==> config.mk <==
export PLATFORM = sky130hd
export DESIGN_NAME = icms_top
export DESIGN_NICKNAME = d
export VERILOG_FILES = /design/src/shared/icms_pkg.sv /design/src/rtl/icms_monitor.sv /design/src/rtl/icms_top.sv
export SDC_FILE = /design/constraint.sdc
export NUM_CORES = 1
export LEC_CHECK = 0
export BUFFER_PORTS_ARGS = -buffer_cell sky130_fd_sc_hd__buf_2
export CORE_ASPECT_RATIO = 0.9
export CORE_MARGIN = 8
export CORE_UTILIZATION = 35
export CTS_CLUSTER_DIAMETER = 30
export CTS_CLUSTER_SIZE = 8
export DETAILED_ROUTE_END_ITERATION = 7
export GPL_TIMING_DRIVEN = 0
export SKIP_CTS_REPAIR_TIMING = 1
export SYNTH_ARGS = -nofsm -noshare
export SYNTH_HDL_FRONTEND = slang
export SYNTH_SLANG_ARGS = --single-unit
==> constraint.sdc <==
create_clock -name mclk_i -period 2.7 [get_ports mclk_i]
set_clock_uncertainty 0.1 [all_clocks]
set_input_delay 0.54 -clock mclk_i [delete_from_list [all_inputs] [get_ports mclk_i]]
set_output_delay 0.54 -clock mclk_i [all_outputs]
set_load 0.02 [all_outputs]
==> src/shared/icms_pkg.sv <==
/*
 Constants, register map and mode encodings of the input clock monitor
 and selector. Assumes an 8-bit register port with one-cycle read data.
*/
package icms_pkg;
    // ************************************************************
    // Register port
    // ************************************************************
    localparam int ICMS_AW = 3;
    localparam int ICMS_DW = 8;
    localparam logic [2:0] ICMS_ADDR_CTRL = 3'h0;
    localparam logic [2:0] ICMS_ADDR_PRIO = 3'h1;
    localparam logic [2:0] ICMS_ADDR_REVAL = 3'h2;
    localparam logic [2:0] ICMS_ADDR_HOLDOFF = 3'h3;
    localparam logic [2:0] ICMS_ADDR_STATUS = 3'h4;
    // ************************************************************
    // Control field positions
    // ************************************************************
    localparam int ICMS_CTRL_MODE_LSB = 0;
    localparam int ICMS_CTRL_SEL_BIT = 2;
    localparam int ICMS_CTRL_REVERT_BIT = 3;
    localparam int ICMS_CTRL_BLOCK_BIT = 4;
    localparam int ICMS_CTRL_PD_BIT = 5;
    // ************************************************************
    // Status field positions
    // ************************************************************
    localparam int ICMS_ST_ACT_BIT = 0;
    localparam int ICMS_ST_VALID_LSB = 1;
    localparam int ICMS_ST_LOS_LSB = 3;
    localparam int ICMS_ST_REFOK_BIT = 5;
    localparam int ICMS_ST_REFLOSS_BIT = 6;
    localparam int ICMS_ST_HOLD_BIT = 7;
    // ************************************************************
    // Reset values and limits
    // ************************************************************
    localparam logic [7:0] ICMS_CTRL_RESET = 8'h20;
    localparam logic [3:0] ICMS_PRIO_RESET = 4'h0;
    localparam logic [7:0] ICMS_REVAL_RESET = 8'h01;
    localparam logic [7:0] ICMS_HOLDOFF_RESET = 8'h00;
    localparam logic [1:0] ICMS_MISS_LIMIT = 2'h3;
    localparam int ICMS_WORD_W = 16;
    // ************************************************************
    // Types
    // ************************************************************
    typedef enum logic [1:0] {
        ICMS_MODE_MANUAL = 2'b00,
        ICMS_MODE_AUTO = 2'b01,
        ICMS_MODE_SHORT_HOLD = 2'b10,
        ICMS_MODE_AUTO_HOLD = 2'b11
    } icms_mode_t;
    typedef enum logic [1:0] {
        ICMS_SEL_RUN = 2'b00,
        ICMS_SEL_HOLDOFF = 2'b01,
        ICMS_SEL_WAIT = 2'b10
    } icms_sel_state_t;
endpackage

==> src/rtl/icms_monitor.sv <==
/*
 One reference input activity monitor with loss detect and re-validation.
 Assumes the input level and the divided reference tick are synchronous.
*/
`timescale 1ns/1ps
`default_nettype none
module icms_monitor
    import icms_pkg::*;
(
    input wire logic mclk_i,
    input wire logic resetn_i,
    input wire logic clk_in_i,
    input wire logic diff_zero_i,
    input wire logic ref_tick_i,
    input wire logic ref_enable_i,
    input wire logic block_i,
    input wire logic [7:0] reval_count_i,
    output logic valid_o
);
    logic prev_reg;
    logic prev_next;
    logic [1:0] miss_reg;
    logic [1:0] miss_next;
    logic valid_reg;
    logic valid_next;
    logic [7:0] rv_reg;
    logic [7:0] rv_next;
    logic edge_seen;
    logic tick;

    assign edge_seen = clk_in_i & ~prev_reg;
    // Without the divided reference no tick arrives and no missing edge is counted
    assign tick = ref_tick_i & ref_enable_i;

    always_comb
    begin
        prev_next = clk_in_i;
        miss_next = miss_reg;
        valid_next = valid_reg;
        rv_next = rv_reg;
        if (block_i)
        begin
            valid_next = 1'b1;
            miss_next = 2'h0;
            rv_next = 8'h00;
        end
        else if (valid_reg)
        begin
            // A static input never edges, so ticks pile up; slow ticks delay this
            if (edge_seen)
                miss_next = 2'h0;
            else if (tick)
                miss_next = miss_reg + 2'h1;
            if (diff_zero_i || (tick && !edge_seen && miss_reg == ICMS_MISS_LIMIT - 2'h1))
            begin
                valid_next = 1'b0;
                rv_next = 8'h00;
                miss_next = 2'h0;
            end
        end
        else
        begin
            if (edge_seen && !diff_zero_i)
            begin
                miss_next = 2'h0;
                rv_next = rv_reg + 8'h01;
                // A count of zero acts as one
                if (rv_reg + 8'h01 >= reval_count_i)
                begin
                    valid_next = 1'b1;
                    rv_next = 8'h00;
                end
            end
            else if (diff_zero_i)
                rv_next = 8'h00;
            else if (tick)
            begin
                if (miss_reg == ICMS_MISS_LIMIT - 2'h1)
                    rv_next = 8'h00;
                else
                    miss_next = miss_reg + 2'h1;
            end
        end
    end

    always_ff @(posedge mclk_i or negedge resetn_i)
    begin
        if (!resetn_i)
        begin
            prev_reg <= 1'b0;
            miss_reg <= 2'h0;
            valid_reg <= 1'b1;
            rv_reg <= 8'h00;
        end
        else
        begin
            prev_reg <= prev_next;
            miss_reg <= miss_next;
            valid_reg <= valid_next;
            rv_reg <= rv_next;
        end
    end

    assign valid_o = valid_reg;
endmodule
`default_nettype wire

==> src/rtl/icms_top.sv <==
/*
 Redundant reference supervisor: two input monitors, four selection modes,
 hold-off counter, holdover word freeze and the register port.
 Assumes all inputs are synchronous to mclk_i; ticks are one-cycle pulses.
*/
// The register addresses and the address-and-strobe port were left to the implementer.
`timescale 1ns/1ps
`default_nettype none
module icms_top
    import icms_pkg::*;
(
    input wire logic mclk_i,
    input wire logic resetn_i,
    input wire logic [1:0] clk_in_i,
    input wire logic [1:0] diff_zero_i,
    input wire logic ref_tick_i,
    input wire logic holdoff_tick_i,
    input wire logic [ICMS_WORD_W-1:0] live_word_i,
    input wire logic [ICMS_AW-1:0] addr_i,
    input wire logic [ICMS_DW-1:0] wdata_i,
    input wire logic wr_i,
    input wire logic rd_i,
    output logic [ICMS_DW-1:0] rdata_o,
    output logic active_input_o,
    output logic holdover_o,
    output logic ref_ok_o,
    output logic [ICMS_WORD_W-1:0] freq_word_o
);
    // ************************************************************
    // Registers
    // ************************************************************
    logic [7:0] ctrl_reg;
    logic [7:0] ctrl_next;
    logic [3:0] prio_reg;
    logic [3:0] prio_next;
    logic [7:0] reval_reg;
    logic [7:0] reval_next;
    logic [7:0] hstart_reg;
    logic [7:0] hstart_next;
    logic [1:0] los_reg;
    logic [1:0] los_next;
    logic refloss_reg;
    logic refloss_next;
    logic ref_ok_reg;
    logic ref_ok_next;
    logic [ICMS_DW-1:0] rdata_reg;
    logic [ICMS_DW-1:0] rdata_next;
    logic [1:0] valid_prev_reg;
    logic [1:0] valid;
    logic [1:0] rise;
    logic [1:0] fall;
    logic prio_wr;
    logic status_wr;
    icms_mode_t mode;
    logic sel_field;
    logic revert_en;
    logic block;
    logic pd;

    assign mode = icms_mode_t'(ctrl_reg[ICMS_CTRL_MODE_LSB +: 2]);
    assign sel_field = ctrl_reg[ICMS_CTRL_SEL_BIT];
    assign revert_en = ctrl_reg[ICMS_CTRL_REVERT_BIT];
    assign block = ctrl_reg[ICMS_CTRL_BLOCK_BIT];
    assign pd = ctrl_reg[ICMS_CTRL_PD_BIT];
    assign prio_wr = wr_i && addr_i == ICMS_ADDR_PRIO;
    assign status_wr = wr_i && addr_i == ICMS_ADDR_STATUS;

    // ************************************************************
    // Input monitors
    // ************************************************************
    genvar gi;
    generate
        for (gi = 0; gi < 2; gi++)
        begin : g_mon
            icms_monitor u_mon (
                .mclk_i(mclk_i),
                .resetn_i(resetn_i),
                .clk_in_i(clk_in_i[gi]),
                .diff_zero_i(diff_zero_i[gi]),
                .ref_tick_i(ref_tick_i),
                .ref_enable_i(~pd),
                .block_i(block),
                .reval_count_i(reval_reg),
                .valid_o(valid[gi])
            );
        end
    endgenerate

    assign rise = valid & ~valid_prev_reg;
    assign fall = ~valid & valid_prev_reg;

    // ************************************************************
    // Selection state machine
    // ************************************************************
    icms_sel_state_t st_reg;
    icms_sel_state_t st_next;
    logic act_reg;
    logic act_next;
    logic hold_reg;
    logic hold_next;
    logic [7:0] cnt_reg;
    logic [7:0] cnt_next;
    logic other;
    logic [1:0] prio_act;
    logic [1:0] prio_oth;
    logic [3:0] prio_eff;
    logic revert;

    assign other = ~act_reg;
    // A priority write is judged with the levels being written
    assign prio_eff = prio_wr ? wdata_i[3:0] : prio_reg;
    assign prio_act = act_reg ? prio_eff[3:2] : prio_eff[1:0];
    assign prio_oth = act_reg ? prio_eff[1:0] : prio_eff[3:2];
    // Only a strictly higher priority pulls the selection back
    assign revert = ((revert_en && rise[other]) || prio_wr) && valid[other]
                    && prio_oth > prio_act;

    always_comb
    begin
        act_next = act_reg;
        st_next = ICMS_SEL_RUN;
        hold_next = 1'b0;
        cnt_next = cnt_reg;
        case (mode)
            ICMS_MODE_MANUAL:
                act_next = sel_field;
            ICMS_MODE_SHORT_HOLD:
            begin
                act_next = sel_field;
                hold_next = ~valid[sel_field];
            end
            ICMS_MODE_AUTO:
            begin
                // No valid input: stay put, no holdover, PLL stays unlocked
                if (!valid[act_reg] && valid[other])
                    act_next = other;
                else if (revert)
                    act_next = other;
            end
            ICMS_MODE_AUTO_HOLD:
            begin
                case (st_reg)
                    ICMS_SEL_RUN:
                    begin
                        if (!valid[act_reg])
                        begin
                            hold_next = 1'b1;
                            cnt_next = hstart_reg;
                            st_next = ICMS_SEL_HOLDOFF;
                        end
                        else if (revert)
                            act_next = other;
                    end
                    ICMS_SEL_HOLDOFF:
                    begin
                        hold_next = 1'b1;
                        st_next = ICMS_SEL_HOLDOFF;
                        // Counter only runs here; revertive is ignored meanwhile
                        if (cnt_reg == 8'h00)
                        begin
                            cnt_next = hstart_reg;
                            if (valid[act_reg])
                            begin
                                hold_next = 1'b0;
                                st_next = ICMS_SEL_RUN;
                            end
                            else if (valid[other])
                            begin
                                act_next = other;
                                hold_next = 1'b0;
                                st_next = ICMS_SEL_RUN;
                            end
                            else
                                st_next = ICMS_SEL_WAIT;
                        end
                        else if (holdoff_tick_i)
                            cnt_next = cnt_reg - 8'h01;
                    end
                    ICMS_SEL_WAIT:
                    begin
                        hold_next = 1'b1;
                        st_next = ICMS_SEL_WAIT;
                        if (valid[act_reg])
                        begin
                            hold_next = 1'b0;
                            st_next = ICMS_SEL_RUN;
                        end
                        else if (valid[other])
                        begin
                            act_next = other;
                            hold_next = 1'b0;
                            st_next = ICMS_SEL_RUN;
                        end
                    end
                    default:
                        st_next = ICMS_SEL_RUN;
                endcase
            end
            default:
                act_next = sel_field;
        endcase
    end

    // ************************************************************
    // Status and holdover word
    // ************************************************************
    logic [ICMS_WORD_W-1:0] word_reg;
    logic [ICMS_WORD_W-1:0] word_next;

    // Freezing the last locked word is the holdover estimate
    assign word_next = hold_reg ? word_reg : live_word_i;
    assign ref_ok_next = valid[act_reg] && !hold_reg;

    always_comb
    begin
        los_next = los_reg;
        refloss_next = refloss_reg;
        // Clear only an input that is valid again; a new loss wins
        if (status_wr)
            los_next = los_reg & ~(wdata_i[ICMS_ST_LOS_LSB +: 2] & valid);
        los_next = los_next | fall;
        if (status_wr && wdata_i[ICMS_ST_REFLOSS_BIT] && ref_ok_reg)
            refloss_next = 1'b0;
        if (ref_ok_reg && !ref_ok_next)
            refloss_next = 1'b1;
    end

    // ************************************************************
    // Register port
    // ************************************************************
    always_comb
    begin
        ctrl_next = ctrl_reg;
        prio_next = prio_reg;
        reval_next = reval_reg;
        hstart_next = hstart_reg;
        rdata_next = '0;
        if (wr_i)
        begin
            case (addr_i)
                ICMS_ADDR_CTRL: ctrl_next = {2'b00, wdata_i[5:0]};
                ICMS_ADDR_PRIO: prio_next = wdata_i[3:0];
                ICMS_ADDR_REVAL: reval_next = wdata_i;
                ICMS_ADDR_HOLDOFF: hstart_next = wdata_i;
                default: ctrl_next = ctrl_reg;
            endcase
        end
        if (rd_i)
        begin
            case (addr_i)
                ICMS_ADDR_CTRL: rdata_next = ctrl_reg;
                ICMS_ADDR_PRIO: rdata_next = {4'h0, prio_reg};
                ICMS_ADDR_REVAL: rdata_next = reval_reg;
                ICMS_ADDR_HOLDOFF: rdata_next = hstart_reg;
                ICMS_ADDR_STATUS:
                begin
                    rdata_next[ICMS_ST_ACT_BIT] = act_reg;
                    rdata_next[ICMS_ST_VALID_LSB +: 2] = valid;
                    rdata_next[ICMS_ST_LOS_LSB +: 2] = los_reg;
                    rdata_next[ICMS_ST_REFOK_BIT] = ref_ok_reg;
                    rdata_next[ICMS_ST_REFLOSS_BIT] = refloss_reg;
                    rdata_next[ICMS_ST_HOLD_BIT] = hold_reg;
                end
                default: rdata_next = '0;
            endcase
        end
    end

    always_ff @(posedge mclk_i or negedge resetn_i)
    begin
        if (!resetn_i)
        begin
            ctrl_reg <= ICMS_CTRL_RESET;
            prio_reg <= ICMS_PRIO_RESET;
            reval_reg <= ICMS_REVAL_RESET;
            hstart_reg <= ICMS_HOLDOFF_RESET;
            los_reg <= 2'b00;
            refloss_reg <= 1'b0;
            ref_ok_reg <= 1'b0;
            rdata_reg <= '0;
            valid_prev_reg <= 2'b11;
            st_reg <= ICMS_SEL_RUN;
            act_reg <= 1'b0;
            hold_reg <= 1'b0;
            cnt_reg <= 8'h00;
            word_reg <= '0;
        end
        else
        begin
            ctrl_reg <= ctrl_next;
            prio_reg <= prio_next;
            reval_reg <= reval_next;
            hstart_reg <= hstart_next;
            los_reg <= los_next;
            refloss_reg <= refloss_next;
            ref_ok_reg <= ref_ok_next;
            rdata_reg <= rdata_next;
            valid_prev_reg <= valid;
            st_reg <= st_next;
            act_reg <= act_next;
            hold_reg <= hold_next;
            cnt_reg <= cnt_next;
            word_reg <= word_next;
        end
    end

    assign rdata_o = rdata_reg;
    assign active_input_o = act_reg;
    assign holdover_o = hold_reg;
    assign ref_ok_o = ref_ok_reg;
    assign freq_word_o = word_reg;
endmodule
`default_nettype wire

==> metrics.yaml, run 1 <==
yosys:
  post-synth-top-count-cell: "dfrtp_1"
  synthFlopType: "dfrtp_1"
  ys_warn_count: 0
  yosys.area_share.simple_pct: 15.90
  synthDistinctLibCells: 64
  synth_top_family_by_area: "compound AO/OA/AOI/OAI gates"
  synth_commonest_cells: "86 x dfrtp_1, 43 x nand2_1, 38 x mux2_2"
  synth_fa_ha_area_share_pct: 6.584
  yosysTopAreaCell: "dfrtp_1"
  synth_edf_count: 0
  synth_xor_area_share_pct: 1.878
  syn_area_sq_um: 5131
  async_flop_share_pct: 100.0
  synth_top_area_share_pct: 41.94
  synth_area_leaders: "dfrtp_1 42%, mux2_2 8.3%, ha_1 6.6%, nand2_1 3.1%, dfstp_2 3.1%"
  ys_seq_area_share_pct: 45.01
  syn_nets: 569
  syn_avg_cell_area_sq_um: 10.16
  synthCells: 505
  synth_seq_cells: 92
  synth_mux_area_share_pct: 11.07
  synth_compound_gate_area_share_pct: 15.95
power:
  clockPowerShare_pct: 27.6
  switchingPower_mw: 1.673
  p_leak_nw: 2.804
  p_int_mw: 3.204
  combPwrFrac_pct: 33.2
  power.total_mw: 4.877
  seqPwrFrac_pct: 39.3
  p_per_area_nw_per_um2: 786.2
  irDropWorstVdd_uv: 395.7
  swShare_pct: 34.30
setup_path:
  r2r-start: "g_mon[0].u_mon.rv_reg[0]"
  path_max_fanout: 6
  timing_worst_setup_path_type: "input pin to register"
  startpoint_type: "input pin"
  end_kind: "register"
  reg2regPathDepth: 11
  rrSetupSlack_ns: 0.13
  cp-endpoint: "active_input_o"
  r2r-end: "g_mon[0].u_mon.rv_reg[2]"
  required_ns: 2.87
  setup.worst_path.start: "addr_i[2]"
  cp.arrival_ns: 2.90
grt:
  grt_pass1_wl_mm: 19.82
  antenna_found_initial: 0
  grt_overflow: 0
  grt_pass1_vias: 3922
  grt_max_degree: 60
  grt_usage_pct: 13.55
place:
  portBuffers: 62
  routabilityCongestion: 0.8129
  preCtsSetupSlack_ns: -0.4168
  hpwl_mm: 9.394
route:
  drtIter0Drc: 186
  wl_per_cell_microns: 15.71
  ant_nets: 0
  avgViaCountPerCell: 5.042
  dr_total_vias: 3978
  dr.pass1.iters: 4
  route.detailed.drc: 0
  wirelength_mm: 12.39
clock_tree:
  cts-htree-levels: 3
  clock-sinks: 92
  cts-root-buf: "clkbuf_16"
  cts_tree: "built"
  insertion_delay_ns: 0.35
  clockBufferDepth: 2
  clkSlewWorstSetupHoldPaths_ns: 0.06
  cts_made_buffers: 9
floorplan:
  chipHeight_microns: 130.9
  ios: 64
  core_area_sq_um: 14500
  dieArea_sq_um: 18800
  start_util_pct: 35.38
  rows: 42
  fp.dieW_microns: 143.6
timing:
  slew_headroom_pct: 48.73
  rsz0062_at_grt: "true"
  min_period_ns: 2.735
  max_freq_mhz: 365.7
  holdWs_ns: 0.03992
  slew_violations: 0
  hold_viol_final: 0
  fin_setup_tns_ns: -0.03474
  final.setup.worst_slack_ns: -0.03474
  setup_viol: 1
  worst_slew_pin_slew_ns: 0.7671
  finalCritPeriodShare_pct: 101.3
outcome:
  violations: "negative setup slack"
  outcome: "finished, violations left"
final_layout:
  insertedDiodeCount: 0
  fin_nets: 650
  synthToLayoutAreaGrowth_pct: 20.90
  num-fill-cells: 1421
  drive_gt1_share_pct: 27.75
job:
  cap_violations: 0
worst_hold_path:
  holdCritPathClass: "input pin to asynchronous set/reset pin"
==> stage by stage <==
step           area [sq um]  instances  util, %
5_1_grt                6203        789    42.77
3_3_place_gp           5733        765    39.53
6_report               6203        789    42.77
2_1_floorplan          5175        505        -
4_1_cts                6080        782    41.92
3_5_place_dp           5763        766    39.73
==> worst min-delay path by stage <==
stage                                       from                 to
after floorplan                         resetn_i     active_input_o
after global placement    g_mon[0].u_mon.valid_o  valid_prev_reg[0]
after detailed placement  g_mon[1].u_mon.valid_o  valid_prev_reg[1]
after CTS                               resetn_i         cnt_reg[7]
after global routing                    resetn_i         cnt_reg[5]
final                                   resetn_i         cnt_reg[5]
==> power by group through the flow <==
stage | combinational, mW | clock [mW] | sequential, mW
2_1_floorplan | 1.03 | 0 | 1.99
3_3_place_gp | 1.50 | 0 | 1.93
3_5_place_dp | 1.56 | 0 | 1.94
4_1_cts | 1.57 | 1.38 | 1.92
5_1_grt | 1.79 | 1.43 | 1.96
6_report | 1.62 | 1.34 | 1.92
==> logic make-up (layout without fill, tap and decap cells) <==
family / Yosys count / count (layout)
flip-flops: 92 / 92
adder cells (fa/ha/maj): 27 / 27
XOR/XNOR: 11 / 11
buffers and inverters: 46 / 132
AND/OR/NAND/NOR: 159 / 159
AO/OA/AOI/OAI: 121 / 121
multiplexers: 49 / 49
==> worst max-delay path: stages <==
cell,delay (ns)
buf_8,0.10
and4bb_1,0.27
buf_6,0.14
mux2_4,0.31
mux2_4,0.27
ha_4,0.27
nor2b_1,0.11
o211ai_1,0.15
o41ai_2,0.41
o32ai_2,0.12
a41oi_1,0.19
==> layout make-up <==
type,instances,area (sq um),area share (%)
multi-input combinational,367,2713,43.73
sequential,92,2312,37.27
timing repair buffer,70,411.6,6.636
tap,198,247.7,3.994
clock buffer,9,225.2,3.630
buffer,19,101.3,1.634
inverter,27,101.3,1.634
clock inverter,7,91.34,1.472
==> placed cells by master, fill, tap and decap left out, drive strengths merged, types with 5 or more instances in the layout <==
cell and instances:
a21o 5, a21oi 25, a22o 5, a22oi 5, a31oi 6, and2 7, buf 76, clkbuf 22
dfrtp 86, dfstp 6, ha 27, inv 27, mux2 39, mux2i 8, nand2 43, nand2b 14
nand3 15, nor2 35, nor2b 19, nor3 6, o211ai 5, o21ai 40, xnor2 7
==> per-layer routing <==
layer	wire length, microns	global-route usage (%)
met4	127	3.891
met2	5676	21.63
met5	0	0
met3	905	4.541
met1	5684	17.19
Note: power is estimated with default switching activity, not from simulation.
==> run 2, diff against run 1 <==
CELL_PAD_IN_SITES_DETAIL_PLACEMENT = 1   (was default)
CELL_PAD_IN_SITES_GLOBAL_PLACEMENT = 1   (was default)
PLACE_DENSITY_LB_ADDON = 0.1   (was default)
==> metrics.yaml, run 2 (synthesis results as in run 1) <==
timing:
  max_freq_mhz: 350.2
  final.setup.worst_slack_ns: -0.1553
  min_period_ns: 2.855
  setup_viol: 1
  holdWs_ns: 0.04574
  worst_slew_pin_slew_ns: 0.8063
  slew_headroom_pct: 46.11
  slew_violations: 0
  hold_viol_final: 0
  finalCritPeriodShare_pct: 105.8
  fin_setup_tns_ns: -0.1553
  rsz0062_at_grt: "true"
setup_path:
  end_kind: "register"
  slowest_stage: "o41ai_2"
  timing_worst_setup_path_type: "input pin to register"
  crit_buf_inv: 2
  critPathTopFamily: "compound AO/OA/AOI/OAI gates"
  cp.arrival_ns: 3.01
  crit_chain: "buf_8, and4bb_1, buf_6, mux2_4, mux2_4, ha_4, nor2b_4, o211ai_1, o41ai_2, o32ai_1, a41oi_1"
  path_max_fanout: 7
  cp.depth: 11
  required_ns: 2.85
  r2r-start: "active_input_o"
  max_stage_delay_ns: 0.42
  setup.worst_path.start: "addr_i[1]"
  rrSetupSlack_ns: -0.06
  cp_common_cell: "mux2_4"
  r2r-end: "active_input_o"
  reg2regPathDepth: 9
  startpoint_type: "input pin"
place:
  post-place-cells: 766
  routabilityCongestion: 0.8465
  dpl_cell_area_sq_um: 5763
  preCtsSetupSlack_ns: -0.5521
  portBuffers: 62
  hpwl_mm: 11.08
clock_tree:
  cts_tree: "built"
  cts_made_buffers: 9
  clockBufferDepth: 2
  clock-sinks: 92
  clkSlewWorstSetupHoldPaths_ns: 0.07
  cts-root-buf: "clkbuf_16"
  insertion_delay_ns: 0.35
  cts-htree-levels: 3
final_layout:
  final_area_sq_um: 6192
  instances_no_fill: 789
  fin_util_pct: 42.69
  synthToLayoutAreaGrowth_pct: 20.68
  final_common_cell: "dfrtp_1"
  insertedDiodeCount: 0
  num-fill-cells: 1686
  layout_common_cells: "84 x dfrtp_1, 60 x buf_2, 43 x nand2_1"
  drive_gt1_share_pct: 27.41
  fin_nets: 650
power:
  combPwrFrac_pct: 34.2
  swShare_pct: 35.60
  switchingPower_mw: 1.729
  seqPwrFrac_pct: 39.7
  clockPowerShare_pct: 26.1
  irDropWorstVdd_uv: 532.9
  p_per_area_nw_per_um2: 784.2
  power.total_mw: 4.856
  p_int_mw: 3.128
  p_leak_nw: 2.784
floorplan:
  ios: 64
  core_area_sq_um: 14500
  chipHeight_microns: 130.9
  rows: 42
  dieArea_sq_um: 18800
  start_util_pct: 35.38
  fp.dieW_microns: 143.6
grt:
  grt_pass1_wl_mm: 23.21
  grt_pass1_vias: 4333
  antenna_found_initial: 0
  grt_overflow: 0
  grt_usage_pct: 16.10
  grt_max_degree: 58
route:
  route.detailed.drc: 0
  dr_total_vias: 4067
  dr.pass1.iters: 4
  ant_nets: 0
  wirelength_mm: 14.31
  drtIter0Drc: 149
  avgViaCountPerCell: 5.155
  wl_per_cell_microns: 18.14
outcome:
  violations: "negative setup slack"
  outcome: "finished, violations left"
job:
  cap_violations: 0
worst_hold_path:
  holdCritPathClass: "input pin to asynchronous set/reset pin"
==> run 2: how the worst max path moves through the flow <==
stage and end:
2_1_floorplan active_input_o, 3_3_place_gp active_input_o, 3_5_place_dp active_input_o, 4_1_cts active_input_o
5_1_grt active_input_o, 6_report active_input_o
==> run 2: layout make-up <==
cell class	instances	area (sq um)	area share, %
clock inverter	5	62.56	1.010
multi-input combinational	367	2724	43.99
timing repair buffer	70	411.6	6.648
inverter	27	101.3	1.637
sequential	92	2312	37.34
clock buffer	11	232.7	3.758
tap	198	247.7	4.001
buffer	19	100.1	1.616
==> run 2: per-layer routing <==
metal | vias to the layer above | global-route usage [%] | part of all wire (%)
li1 | 1972 | - | -
met5 | - | 0 | 0
met2 | 46 | 26.72 | 50
met3 | 10 | 3.632 | 3.5
met1 | 2039 | 20.91 | 46
met4 | 0 | 4.015 | 0.90
==> run 2: power groups by stage <==
stage,Combinational [mW],Clock (mW),Sequential [mW]
after global routing,1.86,1.36,1.97
after CTS,1.62,1.32,1.93
after global placement,1.55,0,1.94
after floorplan,1.03,0,1.99
after detailed placement,1.61,0,1.95
final,1.66,1.27,1.93
==> run 3, diff against run 2 <==
CORE_ASPECT_RATIO = 1.25   (was 0.9)
GPL_TIMING_DRIVEN = 1   (was 0)
==> metrics.yaml, run 3 (synthesis results as in run 1) <==
outcome:
  outcome: "finished, violations left"
  violations: "negative setup slack"
clock_tree:
  insertion_delay_ns: 0.35
  clockBufferDepth: 2
  cts_made_buffers: 9
  cts_tree: "built"
  cts-htree-levels: 3
  clkSlewWorstSetupHoldPaths_ns: 0.07
  cts-root-buf: "clkbuf_16"
  clock-sinks: 92
route:
  wirelength_mm: 14.92
  drtIter0Drc: 152
  dr_total_vias: 4122
  maxUsedRoutingLayer: "met4"
  ant_nets: 0
  wl_met3_microns: 338
  wl_met2_mm: 7.746
  dr.pass1.iters: 4
  wl_per_cell_microns: 19.22
  avgViaCountPerCell: 5.312
  drt-met1-wl_mm: 6.443
  route.detailed.drc: 0
final_layout:
  layout_common_cells: "86 x dfrtp_1, 60 x buf_2, 43 x nand2_1"
  instances_no_fill: 776
  num-fill-cells: 1647
  synthToLayoutAreaGrowth_pct: 21.99
  final_common_cell: "dfrtp_1"
  drive_gt1_share_pct: 30.77
  multi_input_area_sq_um: 2724
  final_area_sq_um: 6260
  fin_nets: 657
  seq_area_sq_um: 2310
  insertedDiodeCount: 0
setup_path:
  max_stage_delay_ns: 0.42
  cp.arrival_ns: 2.93
  crit_buf_inv: 3
  required_ns: 2.87
  slowest_stage: "o41ai_2"
  timing_worst_setup_path_type: "input pin to register"
  setup.worst_path.start: "addr_i[1]"
  crit_chain: "buf_6, and4bb_1, buf_6, mux2i_2, inv_1, mux2_4, ha_4, nor2b_4, o211ai_1, o41ai_2, o32ai_1, a41oi_1"
  path_max_fanout: 5
  startpoint_type: "input pin"
  critPathTopFamily: "compound AO/OA/AOI/OAI gates"
  r2r-start: "g_mon[1].u_mon.rv_reg[1]"
  end_kind: "register"
  cp_common_cell: "buf_6"
timing:
  rsz0062_at_grt: "true"
  min_period_ns: 2.760
  setup_viol: 1
  finalCritPeriodShare_pct: 102.2
  hold_viol_final: 0
  max_freq_mhz: 362.3
  slew_headroom_pct: 52.67
  final.setup.worst_slack_ns: -0.06020
  worst_slew_pin_slew_ns: 0.7081
  slew_violations: 0
  fin_setup_tns_ns: -0.06020
floorplan:
  start_util_pct: 35.77
  dieArea_sq_um: 18810
  ios: 64
  core_area_sq_um: 14350
  fp.dieW_microns: 124.3
  chipHeight_microns: 151.4
  rows: 49
grt:
  grt_usage_pct: 16.11
  grt_overflow: 0
  grt_pass1_vias: 4479
  grt_max_degree: 44
  grt_pass1_wl_mm: 24.01
  antenna_found_initial: 0
power:
  power.total_mw: 4.946
  p_leak_nw: 2.890
  p_per_area_nw_per_um2: 790.1
  irDropWorstVdd_uv: 444.0
place:
  hpwl_mm: 11.43
  preCtsSetupSlack_ns: -0.4270
  dpl_cell_area_sq_um: 5846
  post-place-cells: 756
  routabilityCongestion: 0.7851
  portBuffers: 63
worst_hold_path:
  holdCritPathClass: "input pin to asynchronous set/reset pin"
job:
  cap_violations: 0
[run 3: cell count changes in the layout (fill, tap and decap cells not counted), sizes merged]
cell,before,now
clkbuf,24,10
inv,27,30
clkinvlp,2,0
buf,76,96
[run 3: layout make-up]
| class | instances | area share [%] |
|---|---|---|
| Clock buffer | 10 | 3.818 |
| Clock inverter | 6 | 1.099 |
| Inverter | 27 | 1.619 |
| Multi-Input combinational cell | 367 | 43.51 |
| Sequential cell | 92 | 36.90 |
| Tap cell | 178 | 3.558 |
| Timing Repair Buffer | 96 | 9.494 |
[run 3: final timing paths]
check,endpoint,slack (ns),cells after the start
worst max-delay path,active_input_o,-0.06,12
worst min-delay path,st_reg[1],0.09,1
worst max register to register,g_mon[1].u_mon.rv_reg[5],0.15,11
worst min register to register,freq_word_o[2],0.40,1
max in group asynchronous,freq_word_o[1],1.73,2
min in group mclk_i,g_mon[0].u_mon.prev_reg,0.20,1
[run 3: report_power, final]
| part | leakage [nW] | switching (mW) | internal (mW) |
|---|---|---|---|
| registers | 1.14 | 0.310 | 1.68 |
| logic | 1.60 | 0.878 | 0.740 |
| clock network | 0.155 | 0.583 | 0.754 |
| total | 2.89 | 1.77 | 3.17 |
[run 3: metrics by stage]
stage | hold slack (ns) | util, %
after floorplan | 0.1444 | -
after global placement | 0.3785 | 40.75
after detailed placement | 0.3835 | 40.75
after CTS | 0.1030 | 42.89
after global routing | 0.1258 | 43.63
final | 0.08847 | 43.63
[run 3: routing by layer]
| layer | vias up | GRT usage (%) |
|---|---|---|
| li1 | 1972 | - |
| met4 | 0 | 7.604 |
| met5 | - | 0 |
| met2 | 46 | 27.82 |
| met1 | 2080 | 19.15 |
| met3 | 24 | 2.871 |
